$ cat config.mk
export PLATFORM = sky130hd
export DESIGN_NAME = cmo_core
export DESIGN_NICKNAME = d
export VERILOG_FILES = /design/src/cmo_pkg.sv /design/src/cmo_nibble_alu.sv /design/src/cmo_core.sv
export SDC_FILE = /design/constraint.sdc
export NUM_CORES = 1
export LEC_CHECK = 0
export BUFFER_PORTS_ARGS = -buffer_cell sky130_fd_sc_hd__buf_2
export CAP_MARGIN = 20
export CORE_ASPECT_RATIO = 1.25
export CORE_MARGIN = 4
export CORE_UTILIZATION = 40
export CTS_CLUSTER_DIAMETER = 50
export DETAILED_ROUTE_END_ITERATION = 10
export GPL_ROUTABILITY_DRIVEN = 0
export PLACE_DENSITY = 0.72
export SLEW_MARGIN = 20
export SYNTH_ARGS = -nofsm -noshare
export SYNTH_HDL_FRONTEND = slang
export SYNTH_SLANG_ARGS = --single-unit
$ cat constraint.sdc
create_clock -name clock -period 4.35 [get_ports clock]
set_input_delay 0.87 -clock clock [delete_from_list [all_inputs] [get_ports clock]]
set_output_delay 0.87 -clock clock [all_outputs]
set_load 0.05 [all_outputs]
$ cat src/cmo_pkg.sv
// Constants, types and carriers for the misc-ops and port-select execution block
package cmo_pkg;

    // ==========================================================
    // Instruction fields
    localparam int IC_W = 6;
    localparam int CODE_W = 4;
    localparam int PADDR_W = 13;
    localparam int PWORD_W = 16;
    localparam int PAGE0_ADDR_W = 6;

    localparam logic [5:0] IC_MISC = 6'h3F;
    localparam logic [5:0] IC_PAGE0_READ = 6'h3E;
    // Port-transfer major codes, arbitrary placement in free opcode space
    localparam logic [5:0] IC_PORT_WRITE_PAGE1 = 6'h30;
    localparam logic [5:0] IC_OUT2 = 6'h31;
    localparam logic [5:0] IC_OUT3 = 6'h32;
    localparam logic [5:0] IC_IN1 = 6'h33;
    localparam logic [5:0] IC_IN2 = 6'h34;
    localparam logic [5:0] IC_IN3 = 6'h35;

    // Minor codes in the low nibble of the misc group
    localparam logic [3:0] MN_SHIFT = 4'h0;
    localparam logic [3:0] MN_ROTATE = 4'h1;
    localparam logic [3:0] MN_WAIT = 4'h4;
    localparam logic [3:0] MN_CLK_STOP = 4'h5;
    localparam logic [3:0] MN_SWAP = 4'h6;
    localparam logic [3:0] MN_INTR = 4'h7;
    localparam logic [3:0] MN_PTR_READ = 4'h8;
    localparam logic [3:0] MN_NOP = 4'hF;
    localparam logic [1:0] A_DI = 2'h0;
    localparam logic [1:0] A_EI = 2'h1;
    localparam logic [1:0] A_RET = 2'h3;

    // ==========================================================
    // Port map of internal ports
    localparam logic [1:0] PG1 = 2'd1;
    localparam logic [1:0] PG2 = 2'd2;
    localparam logic [1:0] PG3 = 2'd3;
    localparam logic [3:0] CN_DPORT_WR_MAX = 4'h6;
    localparam logic [3:0] CN_DPORT_RD_MAX = 4'h1;
    localparam logic [3:0] CN_G_LO = 4'h8;
    localparam logic [3:0] CN_G_HI = 4'h9;
    localparam logic [3:0] CN_DSEL = 4'hA;
    localparam logic [3:0] CN_DATA0 = 4'hC;
    localparam logic [3:0] CN_IMF = 4'h2;
    localparam logic [3:0] CN_PTR0 = 4'hC;

    // ==========================================================
    // Timing and reset values
    localparam int MC_CLKS_DEF = 4;
    localparam logic [3:0] PH_ISSUE = 4'h1;
    localparam logic [3:0] PH_CAPT = 4'h2;
    localparam logic [3:0] DSEL_RST = 4'h0;
    localparam logic [7:0] G_RST = 8'h00;
    localparam logic [15:0] DATA_RST = 16'h0000;
    localparam logic [12:0] PTR_RST = 13'h0000;
    localparam int ISTACK_DEPTH = 4;

    typedef enum logic [1:0] {
        ALU_SHR,
        ALU_ROR,
        ALU_SWAP
    } cmo_alu_e;

    typedef enum logic [3:0] {
        OP_NONE,
        OP_SHIFT,
        OP_ROTATE,
        OP_SWAP,
        OP_PAGE0_READ,
        OP_PTR_READ,
        OP_WAIT,
        OP_CLK_STOP,
        OP_NOP,
        OP_OUT,
        OP_IN,
        OP_EI,
        OP_DI,
        OP_RET
    } cmo_op_e;

    typedef struct packed {
        logic [5:0] ic;
        logic [1:0] a;
        logic [3:0] b;
        logic [3:0] c;
    } cmo_ins_s;

    typedef struct packed {
        logic [1:0] page;
        logic [3:0] code;
        logic [3:0] dsel;
        logic [3:0] data;
    } cmo_port_s;

endpackage

$ cat src/cmo_nibble_alu.sv
// Nibble shift, rotate and bit-swap datapath
`timescale 1ns/1ps
`default_nettype none
module cmo_nibble_alu (
    input wire cmo_pkg::cmo_alu_e sel,
    input wire logic [3:0] m,
    input wire logic cy_in,
    output logic [3:0] res,
    output logic cy_out
);
    import cmo_pkg::*;

    always_comb begin
        res = m;
        cy_out = cy_in;
        unique case (sel)
            ALU_SHR: begin
                res = {1'b0, m[3:1]};
                cy_out = m[0];
            end
            ALU_ROR: begin
                res = {cy_in, m[3:1]};
                cy_out = m[0];
            end
            ALU_SWAP: begin
                res = {m[0], m[1], m[2], m[3]};
            end
        endcase
    end

endmodule
`default_nettype wire

$ cat src/cmo_core.sv
// Execution of misc ops, table reads and internal port selection
//
// What this block does
// - shift nibble right, zero in, bit0 to carry
// - rotate through carry; swap bits 3-0, 2-1
// - page-zero read: immediate plus register into data
// - pointer read loads data, pointer increments
// - table pointer reachable as a port
// - table reads two machine cycles, others one
// - clock-stop halts generator per mode
// - ports chosen by six instructions plus code
// - G, data, pointer reachable as ports
// - unimplemented output write changes nothing
// - unimplemented input read returns anything
// - unused output ports accept writes harmlessly
// - Y1 is LSB, Y8 is MSB
// - port id is direction, page, code
// - G-register written at page1 codes 8,9
// - data port: 16 slots, write 0-6, read 0-1
// - data select increments per data port access
// - data select is port code A page1
// - data select saved on interrupt, restored on return
// - interrupt master enable lives in port map
`timescale 1ns/1ps
`default_nettype none
module cmo_core #(
    parameter int MC_CLKS = cmo_pkg::MC_CLKS_DEF
) (
    input wire logic clock,
    input wire logic rst_n,
    input wire logic instr_valid,
    input wire cmo_pkg::cmo_ins_s instr,
    input wire logic [3:0] mem_rd_data,
    input wire logic [3:0] gr_rd_data,
    input wire logic [cmo_pkg::PWORD_W-1:0] pmem_data,
    input wire logic [3:0] ext_rd_data,
    input wire logic int_req,
    input wire logic [1:0] int_sp,
    input wire logic wake,
    input wire logic [1:0] stop_mode,
    output logic busy_r,
    output logic instr_done_r,
    output logic mem_wr_en_r,
    output logic [3:0] mem_wr_data_r,
    output logic carry_flag_r,
    output logic pmem_rd_r,
    output logic [cmo_pkg::PADDR_W-1:0] pmem_addr_r,
    output logic ext_wr_r,
    output logic ext_rd_r,
    output cmo_pkg::cmo_port_s ext_port_r,
    output logic [cmo_pkg::PWORD_W-1:0] data_r,
    output logic [7:0] g_reg_r,
    output logic [cmo_pkg::PADDR_W-1:0] table_address_pointer_r,
    output logic [3:0] data_sel_r,
    output logic interrupt_master_enable_r,
    output logic cpu_wait_r,
    output logic hard_wait_r,
    output logic clock_stop_r,
    output logic [1:0] stop_mode_r
);
    import cmo_pkg::*;

    // ==========================================================
    // Reset release
    logic rst_meta_r;
    logic rst_sync_n_r;

    always_ff @(posedge clock or negedge rst_n) begin
        if (!rst_n) begin
            rst_meta_r <= 1'b0;
            rst_sync_n_r <= 1'b0;
        end else begin
            rst_meta_r <= 1'b1;
            rst_sync_n_r <= rst_meta_r;
        end
    end

    // ==========================================================
    // Decode helpers
    function automatic cmo_op_e decode(input cmo_ins_s i);
        cmo_op_e op;
        op = OP_NONE;
        if (i.ic == IC_PAGE0_READ) begin
            op = OP_PAGE0_READ;
        end else if (i.ic == IC_MISC) begin
            if (i.c == MN_SHIFT) op = OP_SHIFT;
            else if (i.c == MN_ROTATE) op = OP_ROTATE;
            else if (i.c == MN_SWAP) op = OP_SWAP;
            else if (i.c == MN_PTR_READ) op = OP_PTR_READ;
            else if (i.c == MN_WAIT) op = OP_WAIT;
            else if (i.c == MN_CLK_STOP) op = OP_CLK_STOP;
            else if (i.c == MN_NOP) op = OP_NOP;
            else if (i.c == MN_INTR && i.a == A_DI) op = OP_DI;
            else if (i.c == MN_INTR && i.a == A_EI) op = OP_EI;
            else if (i.c == MN_INTR && i.a == A_RET) op = OP_RET;
        end else if (i.ic == IC_PORT_WRITE_PAGE1 || i.ic == IC_OUT2 || i.ic == IC_OUT3) begin
            op = OP_OUT;
        end else if (i.ic == IC_IN1 || i.ic == IC_IN2 || i.ic == IC_IN3) begin
            op = OP_IN;
        end
        return op;
    endfunction

    // page from opcode, direction from op
    function automatic logic [1:0] page_of(input logic [5:0] ic);
        logic [1:0] pg;
        pg = PG1;
        if (ic == IC_OUT2 || ic == IC_IN2) pg = PG2;
        else if (ic == IC_OUT3 || ic == IC_IN3) pg = PG3;
        return pg;
    endfunction

    function automatic logic is_dport(input logic [1:0] pg, input logic [3:0] cn,
                                      input logic wr);
        return pg == PG1 && (wr ? cn <= CN_DPORT_WR_MAX : cn <= CN_DPORT_RD_MAX);
    endfunction

    function automatic logic is_int_wr(input logic [1:0] pg, input logic [3:0] cn);
        return (pg == PG1 && (cn == CN_G_LO || cn == CN_G_HI || cn == CN_DSEL))
            || (pg == PG2 && cn == CN_IMF)
            || (pg == PG3 && cn >= CN_PTR0);
    endfunction

    function automatic logic is_int_rd(input logic [1:0] pg, input logic [3:0] cn);
        return (pg == PG1 && (cn == CN_G_LO || cn == CN_G_HI || cn == CN_DSEL
                              || cn >= CN_DATA0))
            || (pg == PG2 && cn == CN_IMF);
    endfunction

    // ==========================================================
    // Instruction sequencing
    cmo_ins_s ir_r;
    cmo_op_e op_r;
    logic [3:0] m_r;
    logic [3:0] gr_r;
    logic [3:0] cyc_r;
    logic [3:0] last_r;
    logic [PWORD_W-1:0] cap_r;
    logic [1:0] page;
    logic [3:0] cn;
    logic take;
    logic commit;
    logic table_op;
    logic dport_hit;
    logic ext_access;

    assign page = page_of(ir_r.ic);
    assign cn = ir_r.c;
    assign take = !busy_r && instr_valid && !cpu_wait_r && !hard_wait_r;
    assign commit = busy_r && cyc_r == last_r;
    assign table_op = op_r == OP_PAGE0_READ || op_r == OP_PTR_READ;
    assign dport_hit = (op_r == OP_OUT && is_dport(page, cn, 1'b1))
        || (op_r == OP_IN && is_dport(page, cn, 1'b0));
    assign ext_access = (op_r == OP_OUT && !is_int_wr(page, cn))
        || (op_r == OP_IN && !is_int_rd(page, cn));

    always_ff @(posedge clock or negedge rst_sync_n_r) begin
        if (!rst_sync_n_r) begin
            busy_r <= 1'b0;
            instr_done_r <= 1'b0;
            ir_r <= '0;
            op_r <= OP_NONE;
            m_r <= 4'h0;
            gr_r <= 4'h0;
            cyc_r <= 4'h0;
            last_r <= 4'h0;
        end else begin
            instr_done_r <= commit;
            if (take) begin
                busy_r <= 1'b1;
                ir_r <= instr;
                op_r <= decode(instr);
                m_r <= mem_rd_data;
                gr_r <= gr_rd_data;
                cyc_r <= 4'h0;
                // table reads run for two machine cycles
                if (decode(instr) == OP_PAGE0_READ || decode(instr) == OP_PTR_READ) begin
                    last_r <= 4'(2 * MC_CLKS - 1);
                end else begin
                    last_r <= 4'(MC_CLKS - 1);
                end
            end else if (busy_r) begin
                cyc_r <= cyc_r + 4'h1;
                if (commit) begin
                    busy_r <= 1'b0;
                end
            end
        end
    end

    // ==========================================================
    // Program memory fetch for table reads
    always_ff @(posedge clock or negedge rst_sync_n_r) begin
        if (!rst_sync_n_r) begin
            pmem_rd_r <= 1'b0;
            pmem_addr_r <= PTR_RST;
        end else begin
            pmem_rd_r <= 1'b0;
            if (busy_r && cyc_r == PH_ISSUE && table_op) begin
                pmem_rd_r <= 1'b1;
                if (op_r == OP_PAGE0_READ) begin
                    pmem_addr_r <= PADDR_W'({ir_r.a, ir_r.b}) + PADDR_W'(gr_r);
                end else begin
                    pmem_addr_r <= table_address_pointer_r;
                end
            end
        end
    end

    // Answers land one clock after the strobe
    always_ff @(posedge clock or negedge rst_sync_n_r) begin
        if (!rst_sync_n_r) begin
            cap_r <= DATA_RST;
        end else if (busy_r && cyc_r == PH_CAPT) begin
            if (table_op) begin
                cap_r <= pmem_data;
            end else if (ext_access) begin
                // whatever the peripheral returns is taken
                cap_r <= PWORD_W'(ext_rd_data);
            end else begin
                cap_r <= PWORD_W'(int_read(cn));
            end
        end
    end

    function automatic logic [3:0] int_read(input logic [3:0] c);
        logic [3:0] v;
        v = 4'h0;
        if (page == PG2) begin
            v = {3'b000, interrupt_master_enable_r};
        end else begin
            unique case (c)
                CN_G_LO: v = g_reg_r[3:0];
                CN_G_HI: v = g_reg_r[7:4];
                CN_DSEL: v = data_sel_r;
                // data register nibbles, low code first
                4'hC: v = data_r[3:0];
                4'hD: v = data_r[7:4];
                4'hE: v = data_r[11:8];
                4'hF: v = data_r[15:12];
                default: v = 4'h0;
            endcase
        end
        return v;
    endfunction

    // ==========================================================
    // Peripheral port strobes
    always_ff @(posedge clock or negedge rst_sync_n_r) begin
        if (!rst_sync_n_r) begin
            ext_wr_r <= 1'b0;
            ext_rd_r <= 1'b0;
            ext_port_r <= '0;
        end else begin
            ext_wr_r <= 1'b0;
            ext_rd_r <= 1'b0;
            if (busy_r && cyc_r == PH_ISSUE && ext_access) begin
                // unused codes strobed out all the same
                ext_wr_r <= op_r == OP_OUT;
                ext_rd_r <= op_r == OP_IN;
                // data port slot chosen by the data select
                ext_port_r <= '{page: page, code: cn, dsel: data_sel_r, data: m_r};
            end
        end
    end

    // ==========================================================
    // Data memory write-back and carry
    logic [3:0] alu_res;
    logic alu_cy;
    cmo_alu_e alu_sel;

    assign alu_sel = op_r == OP_SHIFT ? ALU_SHR : (op_r == OP_ROTATE ? ALU_ROR : ALU_SWAP);

    cmo_nibble_alu u_alu (
        .sel(alu_sel),
        .m(m_r),
        .cy_in(carry_flag_r),
        .res(alu_res),
        .cy_out(alu_cy)
    );

    always_ff @(posedge clock or negedge rst_sync_n_r) begin
        if (!rst_sync_n_r) begin
            mem_wr_en_r <= 1'b0;
            mem_wr_data_r <= 4'h0;
            carry_flag_r <= 1'b0;
        end else begin
            mem_wr_en_r <= 1'b0;
            if (commit) begin
                if (op_r == OP_SHIFT || op_r == OP_ROTATE || op_r == OP_SWAP) begin
                    mem_wr_en_r <= 1'b1;
                    mem_wr_data_r <= alu_res;
                end else if (op_r == OP_IN) begin
                    // port bit Y1 lands in nibble bit 0
                    mem_wr_en_r <= 1'b1;
                    mem_wr_data_r <= cap_r[3:0];
                end
                if (op_r == OP_SHIFT || op_r == OP_ROTATE) begin
                    carry_flag_r <= alu_cy;
                end
            end
        end
    end

    // ==========================================================
    // Data register and table pointer
    always_ff @(posedge clock or negedge rst_sync_n_r) begin
        if (!rst_sync_n_r) begin
            data_r <= DATA_RST;
        end else if (commit && table_op) begin
            data_r <= cap_r;
        end
    end

    always_ff @(posedge clock or negedge rst_sync_n_r) begin
        if (!rst_sync_n_r) begin
            table_address_pointer_r <= PTR_RST;
        end else if (commit && op_r == OP_PTR_READ) begin
            table_address_pointer_r <= table_address_pointer_r + PADDR_W'(1);
        end else if (commit && op_r == OP_OUT && page == PG3 && cn >= CN_PTR0) begin
            // pointer written per nibble via ports
            unique case (cn)
                4'hC: table_address_pointer_r[3:0] <= m_r;
                4'hD: table_address_pointer_r[7:4] <= m_r;
                4'hE: table_address_pointer_r[11:8] <= m_r;
                default: table_address_pointer_r[12] <= m_r[0];
            endcase
        end
    end

    // ==========================================================
    // G-register and interrupt master enable
    always_ff @(posedge clock or negedge rst_sync_n_r) begin
        if (!rst_sync_n_r) begin
            g_reg_r <= G_RST;
        end else if (commit && op_r == OP_OUT && page == PG1) begin
            // G-register halves at codes 8 and 9
            if (cn == CN_G_LO) g_reg_r[3:0] <= m_r;
            if (cn == CN_G_HI) g_reg_r[7:4] <= m_r;
        end
    end

    always_ff @(posedge clock or negedge rst_sync_n_r) begin
        if (!rst_sync_n_r) begin
            interrupt_master_enable_r <= 1'b0;
        end else if (commit && (op_r == OP_EI || op_r == OP_RET)) begin
            interrupt_master_enable_r <= 1'b1;
        end else if (commit && op_r == OP_OUT && page == PG2 && cn == CN_IMF) begin
            // enable written as a port bit
            interrupt_master_enable_r <= m_r[0];
        end else if (int_req || (commit && op_r == OP_DI)) begin
            interrupt_master_enable_r <= 1'b0;
        end
    end

    // ==========================================================
    // Data select pointer with interrupt save area
    logic [3:0] dsel_stack_r [ISTACK_DEPTH];

    always_ff @(posedge clock or negedge rst_sync_n_r) begin
        if (!rst_sync_n_r) begin
            for (int k = 0; k < ISTACK_DEPTH; k++) begin
                dsel_stack_r[k] <= DSEL_RST;
            end
        end else if (int_req) begin
            // save pointer at the stack entry
            dsel_stack_r[int_sp] <= data_sel_r;
        end
    end

    always_ff @(posedge clock or negedge rst_sync_n_r) begin
        if (!rst_sync_n_r) begin
            data_sel_r <= DSEL_RST;
        end else if (commit && op_r == OP_RET) begin
            data_sel_r <= dsel_stack_r[int_sp];
        end else if (commit && op_r == OP_OUT && page == PG1 && cn == CN_DSEL) begin
            data_sel_r <= m_r;
        end else if (commit && dport_hit) begin
            // advance after each data port access
            data_sel_r <= data_sel_r + 4'h1;
        end
    end

    // ==========================================================
    // Wait and clock-stop requests
    // Held until wake; a wake in the commit cycle loses to the commit
    always_ff @(posedge clock or negedge rst_sync_n_r) begin
        if (!rst_sync_n_r) begin
            cpu_wait_r <= 1'b0;
            hard_wait_r <= 1'b0;
        end else if (commit && op_r == OP_WAIT) begin
            // operand selects soft or hard wait
            cpu_wait_r <= !ir_r.a[0];
            hard_wait_r <= ir_r.a[0];
        end else if (wake) begin
            cpu_wait_r <= 1'b0;
            hard_wait_r <= 1'b0;
        end
    end

    always_ff @(posedge clock or negedge rst_sync_n_r) begin
        if (!rst_sync_n_r) begin
            clock_stop_r <= 1'b0;
            stop_mode_r <= 2'b00;
        end else if (commit && op_r == OP_CLK_STOP) begin
            // stop request carries the configured mode
            clock_stop_r <= 1'b1;
            stop_mode_r <= stop_mode;
        end else if (wake) begin
            clock_stop_r <= 1'b0;
        end
    end

endmodule
`default_nettype wire

==> impl_metrics.csv <==
group,metric,value,unit
yosys,netlist_instances,753,
cts,clockBufferDepth,2,
die,initial_core_util,41.2,%
sta,rsz0062_at_grt,"no",
cts,ctsHtreeMaxLevel,4,
critical_path,critPathMaxStageDelay,0.57,ns
detailed_routing,drt-initial-drc-count,316,
finish,diodes,0,
critical_path,cp-startpoint,"ir_r[10]",
cts,clock_sinks,153,
critical_path,cp_slowest_cell,"and3_1",
pwr,irDropWorstVdd,0.277,mV
detailed_routing,vias_per_cell,5.45,
critical_path,cp-end-kind,"flop",
yosys,yosysUniqueCellTypes,68,
critical_path,rr_startpoint,"ir_r[10]",
sta,fin_crit_sh,74.1,%
outcome,outcome,"finished, final reports clean",
detailed_routing,wl_per_cell,17.5,um
pwr,power,4.83,mW
critical_path,cp-start-kind,"flop",
critical_path,arrival,3.53,ns
place,place.port_buffers,137,
yosys,syn-num-nets,816,
critical_path,crit_chain,"or3b_2 > a21oi_1 > o21ai_0 > a21boi_1 > and3_1 > buf_4 > mux2_2",
sta,report.final.slew_viol_count,0,
yosys,syn_avg_cell_area,10.0,um2
detailed_routing,routed_wl,19.5,mm
sta,tightest_slew,0.989,ns
die,die_area,0.0211,mm2
finish,final_cell_mix,"nand2_1, dfrtp_1, buf_2",
global_route,grt-ovfl-total,0,
place,dp_hpwl,14.1,mm
finish,num-fill-cells,1702,
die,chipWidth,131,um
global_route,grt_pass1_wl,31.4,mm
finish,final_common_cell,"nand2_1",
critical_path,cp_data_required_time,4.66,ns
yosys,yosysWarnings,0,
finish,drive_gt1_share,28.2,%
die,fp-row-count,55,
detailed_routing,ant_nets,0,
cts,cts_buffers,17,
sta,fmax,310,MHz
pwr,power_density,536,mW/mm2
cts,hold_buffers,0,
die,core,0.0183,mm2
finish,nets,936,
global_route,antenna_found_initial,0,
detailed_routing,drc_errors,0,
critical_path,worstSetupPathType,"flop to flop",
detailed_routing,num_vias,6070,
job,cap_violations,0,
hold_path,hold_path.class,"input port to async pin",
cts,root_buffer,"clkbuf_16",
yosys,synth_seq_cells,153,
sta,tns,0,ns
critical_path,r2r_cells,7,
cts,insertion_delay,0.43,ns
detailed_routing,first_pass_iters,5,
sta,slew_headroom,33.4,%
sta,fin_crit,3.22,ns
cts,cts-resized-gates,0,
sta,clock_skew,0.0141,ns
die,ios,138,
global_route,grt_max_degree,90,
yosys,synth_edf_count,0,
global_route,grt_pass1_vias,6001,
sta,setup_viol_count_final,0,
yosys,yosysSeqAreaShare,50.7,%
finish,area_delta_synth_final,19.5,%
global_route,grt_usage,18.9,%
yosys,synth-async-reset-ratio,100,%
pwr,p_leak,4.40,nW
yosys,syn_area,0.00754,mm2
cts,cts.reportedPaths.clkPinSlew,0.06,ns
cts,cts_setup_buffers,0,
die,die_y,162,um
yosys,ys.flop_type,"dfrtp_1",
cts,cts_tree,"done",
critical_path,critical_path.max_fanout,10,
sta,hold_viol_final,0,
-- routing by layer --
layer  global-route usage [%]  wire [um]  up-vias
met4                     7.20        587        0
met2                     31.9       9870      177
met5                        0          0        -
met3                     3.90        937       43
met1                     23.7       8100     2950
li1                         -          -     2900
-- worst max-delay path: cells and delay by family, from the launching register on --
kind                   cells  cell delay, ns
multiplexers               1            0.34
AND/OR/NAND/NOR            2            1.07
buffers and inverters      1            0.27
flip-flops                 1            0.42
AO/OA/AOI/OAI              3            1.00
-- cell usage after synthesis, drive strengths merged, types with 4 or more instances --
library cell  instances  area share [%]
nor4                  5            0.41
a21oi                26             1.7
a31oi                 5            0.41
buf                  11            0.91
mux2i                14             1.9
o31ai                 5            0.50
nand2               156             7.8
mux4                  6             1.8
nor2b                 6            0.50
nor3                 11            0.73
xor2                  7            0.81
ha                    9             1.5
clkbuf               30             1.5
a22oi                 4            0.40
o22ai                 4            0.33
nand3b                8            0.80
and3                  7            0.58
a211oi                8            0.80
nor2                 35             1.7
inv                  23             1.1
nand3                20             1.3
mux2                 59             9.2
dfrtp               153              51
nand4                 8            0.66
xnor2                 4            0.46
or3                   4            0.33
o21ai                63             4.2
nand2b                9            0.75
nor3b                 6            0.60
-- final timing paths --
path	to	slack, ns
worst max-delay path	ext_port_r[0]	1.13
min in group clock	rst_sync_n_r	0.35
max in group asynchronous	table_address_pointer_r[10]	2.97
worst min-delay path	rst_sync_n_r	0.22
worst min register to register	rst_sync_n_r	0.35
worst max register to register	ext_port_r[0]	1.13
-- where the power goes --
group	leakage, nW	switching [mW]	internal (mW)	total [mW]
Clock	0.301	0.609	0.940	1.55
Combinational	2.09	0.755	0.436	1.19
Sequential	2.01	0.400	1.69	2.09
-- stage by stage --
stage / utilization (%) / hold slack [ns] / instance area [um2] / setup slack (ns) / cells
floorplan: - / 0.331 / 7550 / 1.73 / 753
detailed placement: 45.9 / 0.338 / 8390 / 1.16 / 1082
CTS: 49.2 / 0.204 / 9010 / 1.15 / 1114
finish: 49.2 / 0.219 / 9010 / 1.13 / 1114
global route: 49.2 / 0.202 / 9010 / 0.953 / 1114
global placement: 45.9 / 0.342 / 8390 / 1.24 / 1082
-- area by class of cell --
class	instances	area [um2]	share of cell area, %
inverters	23	86.3	0.958
repair buffers	142	736	8.16
multi-input cells	536	3450	38.3
well taps	228	285	3.16
clock inverters	12	164	1.82
clock buffers	20	457	5.07
flip-flops and latches	153	3830	42.5
-- state kept, by name, summed over array words and instances, names as in the netlist, 2 cells and up --
signal                   cells
dsel_stack_r                16
mem_wr_data_r                4
m_r                          4
pmem_addr_r                 13
data_r                      16
last_r                       2
g_reg_r                      8
data_sel_r                   4
table_address_pointer_r     13
cap_r                       16
op_r                         4
ext_port_r                  14
cyc_r                        4
ir_r                        12
gr_r                         4
stop_mode_r                  2
cn                           4
-- kinds of logic (layout without fill, tap and decap cells) --
logic type | after synthesis | count (layout) | share of synthesized area (%)
and+or+nand+nor | 291 | 291 | 18.0
DFF | 153 | 153 | 50.7
AOI/OAI and AO/OA | 144 | 144 | 11.7
muxes | 79 | 79 | 12.9
buffers and inverters | 64 | 197 | 3.55
xor gates and xnor gates | 11 | 11 | 1.28
adders and majority gates | 10 | 10 | 1.76
other | 1 | 1 | 0.0497
No activity file was read; power rests on OpenSTA's default activity.
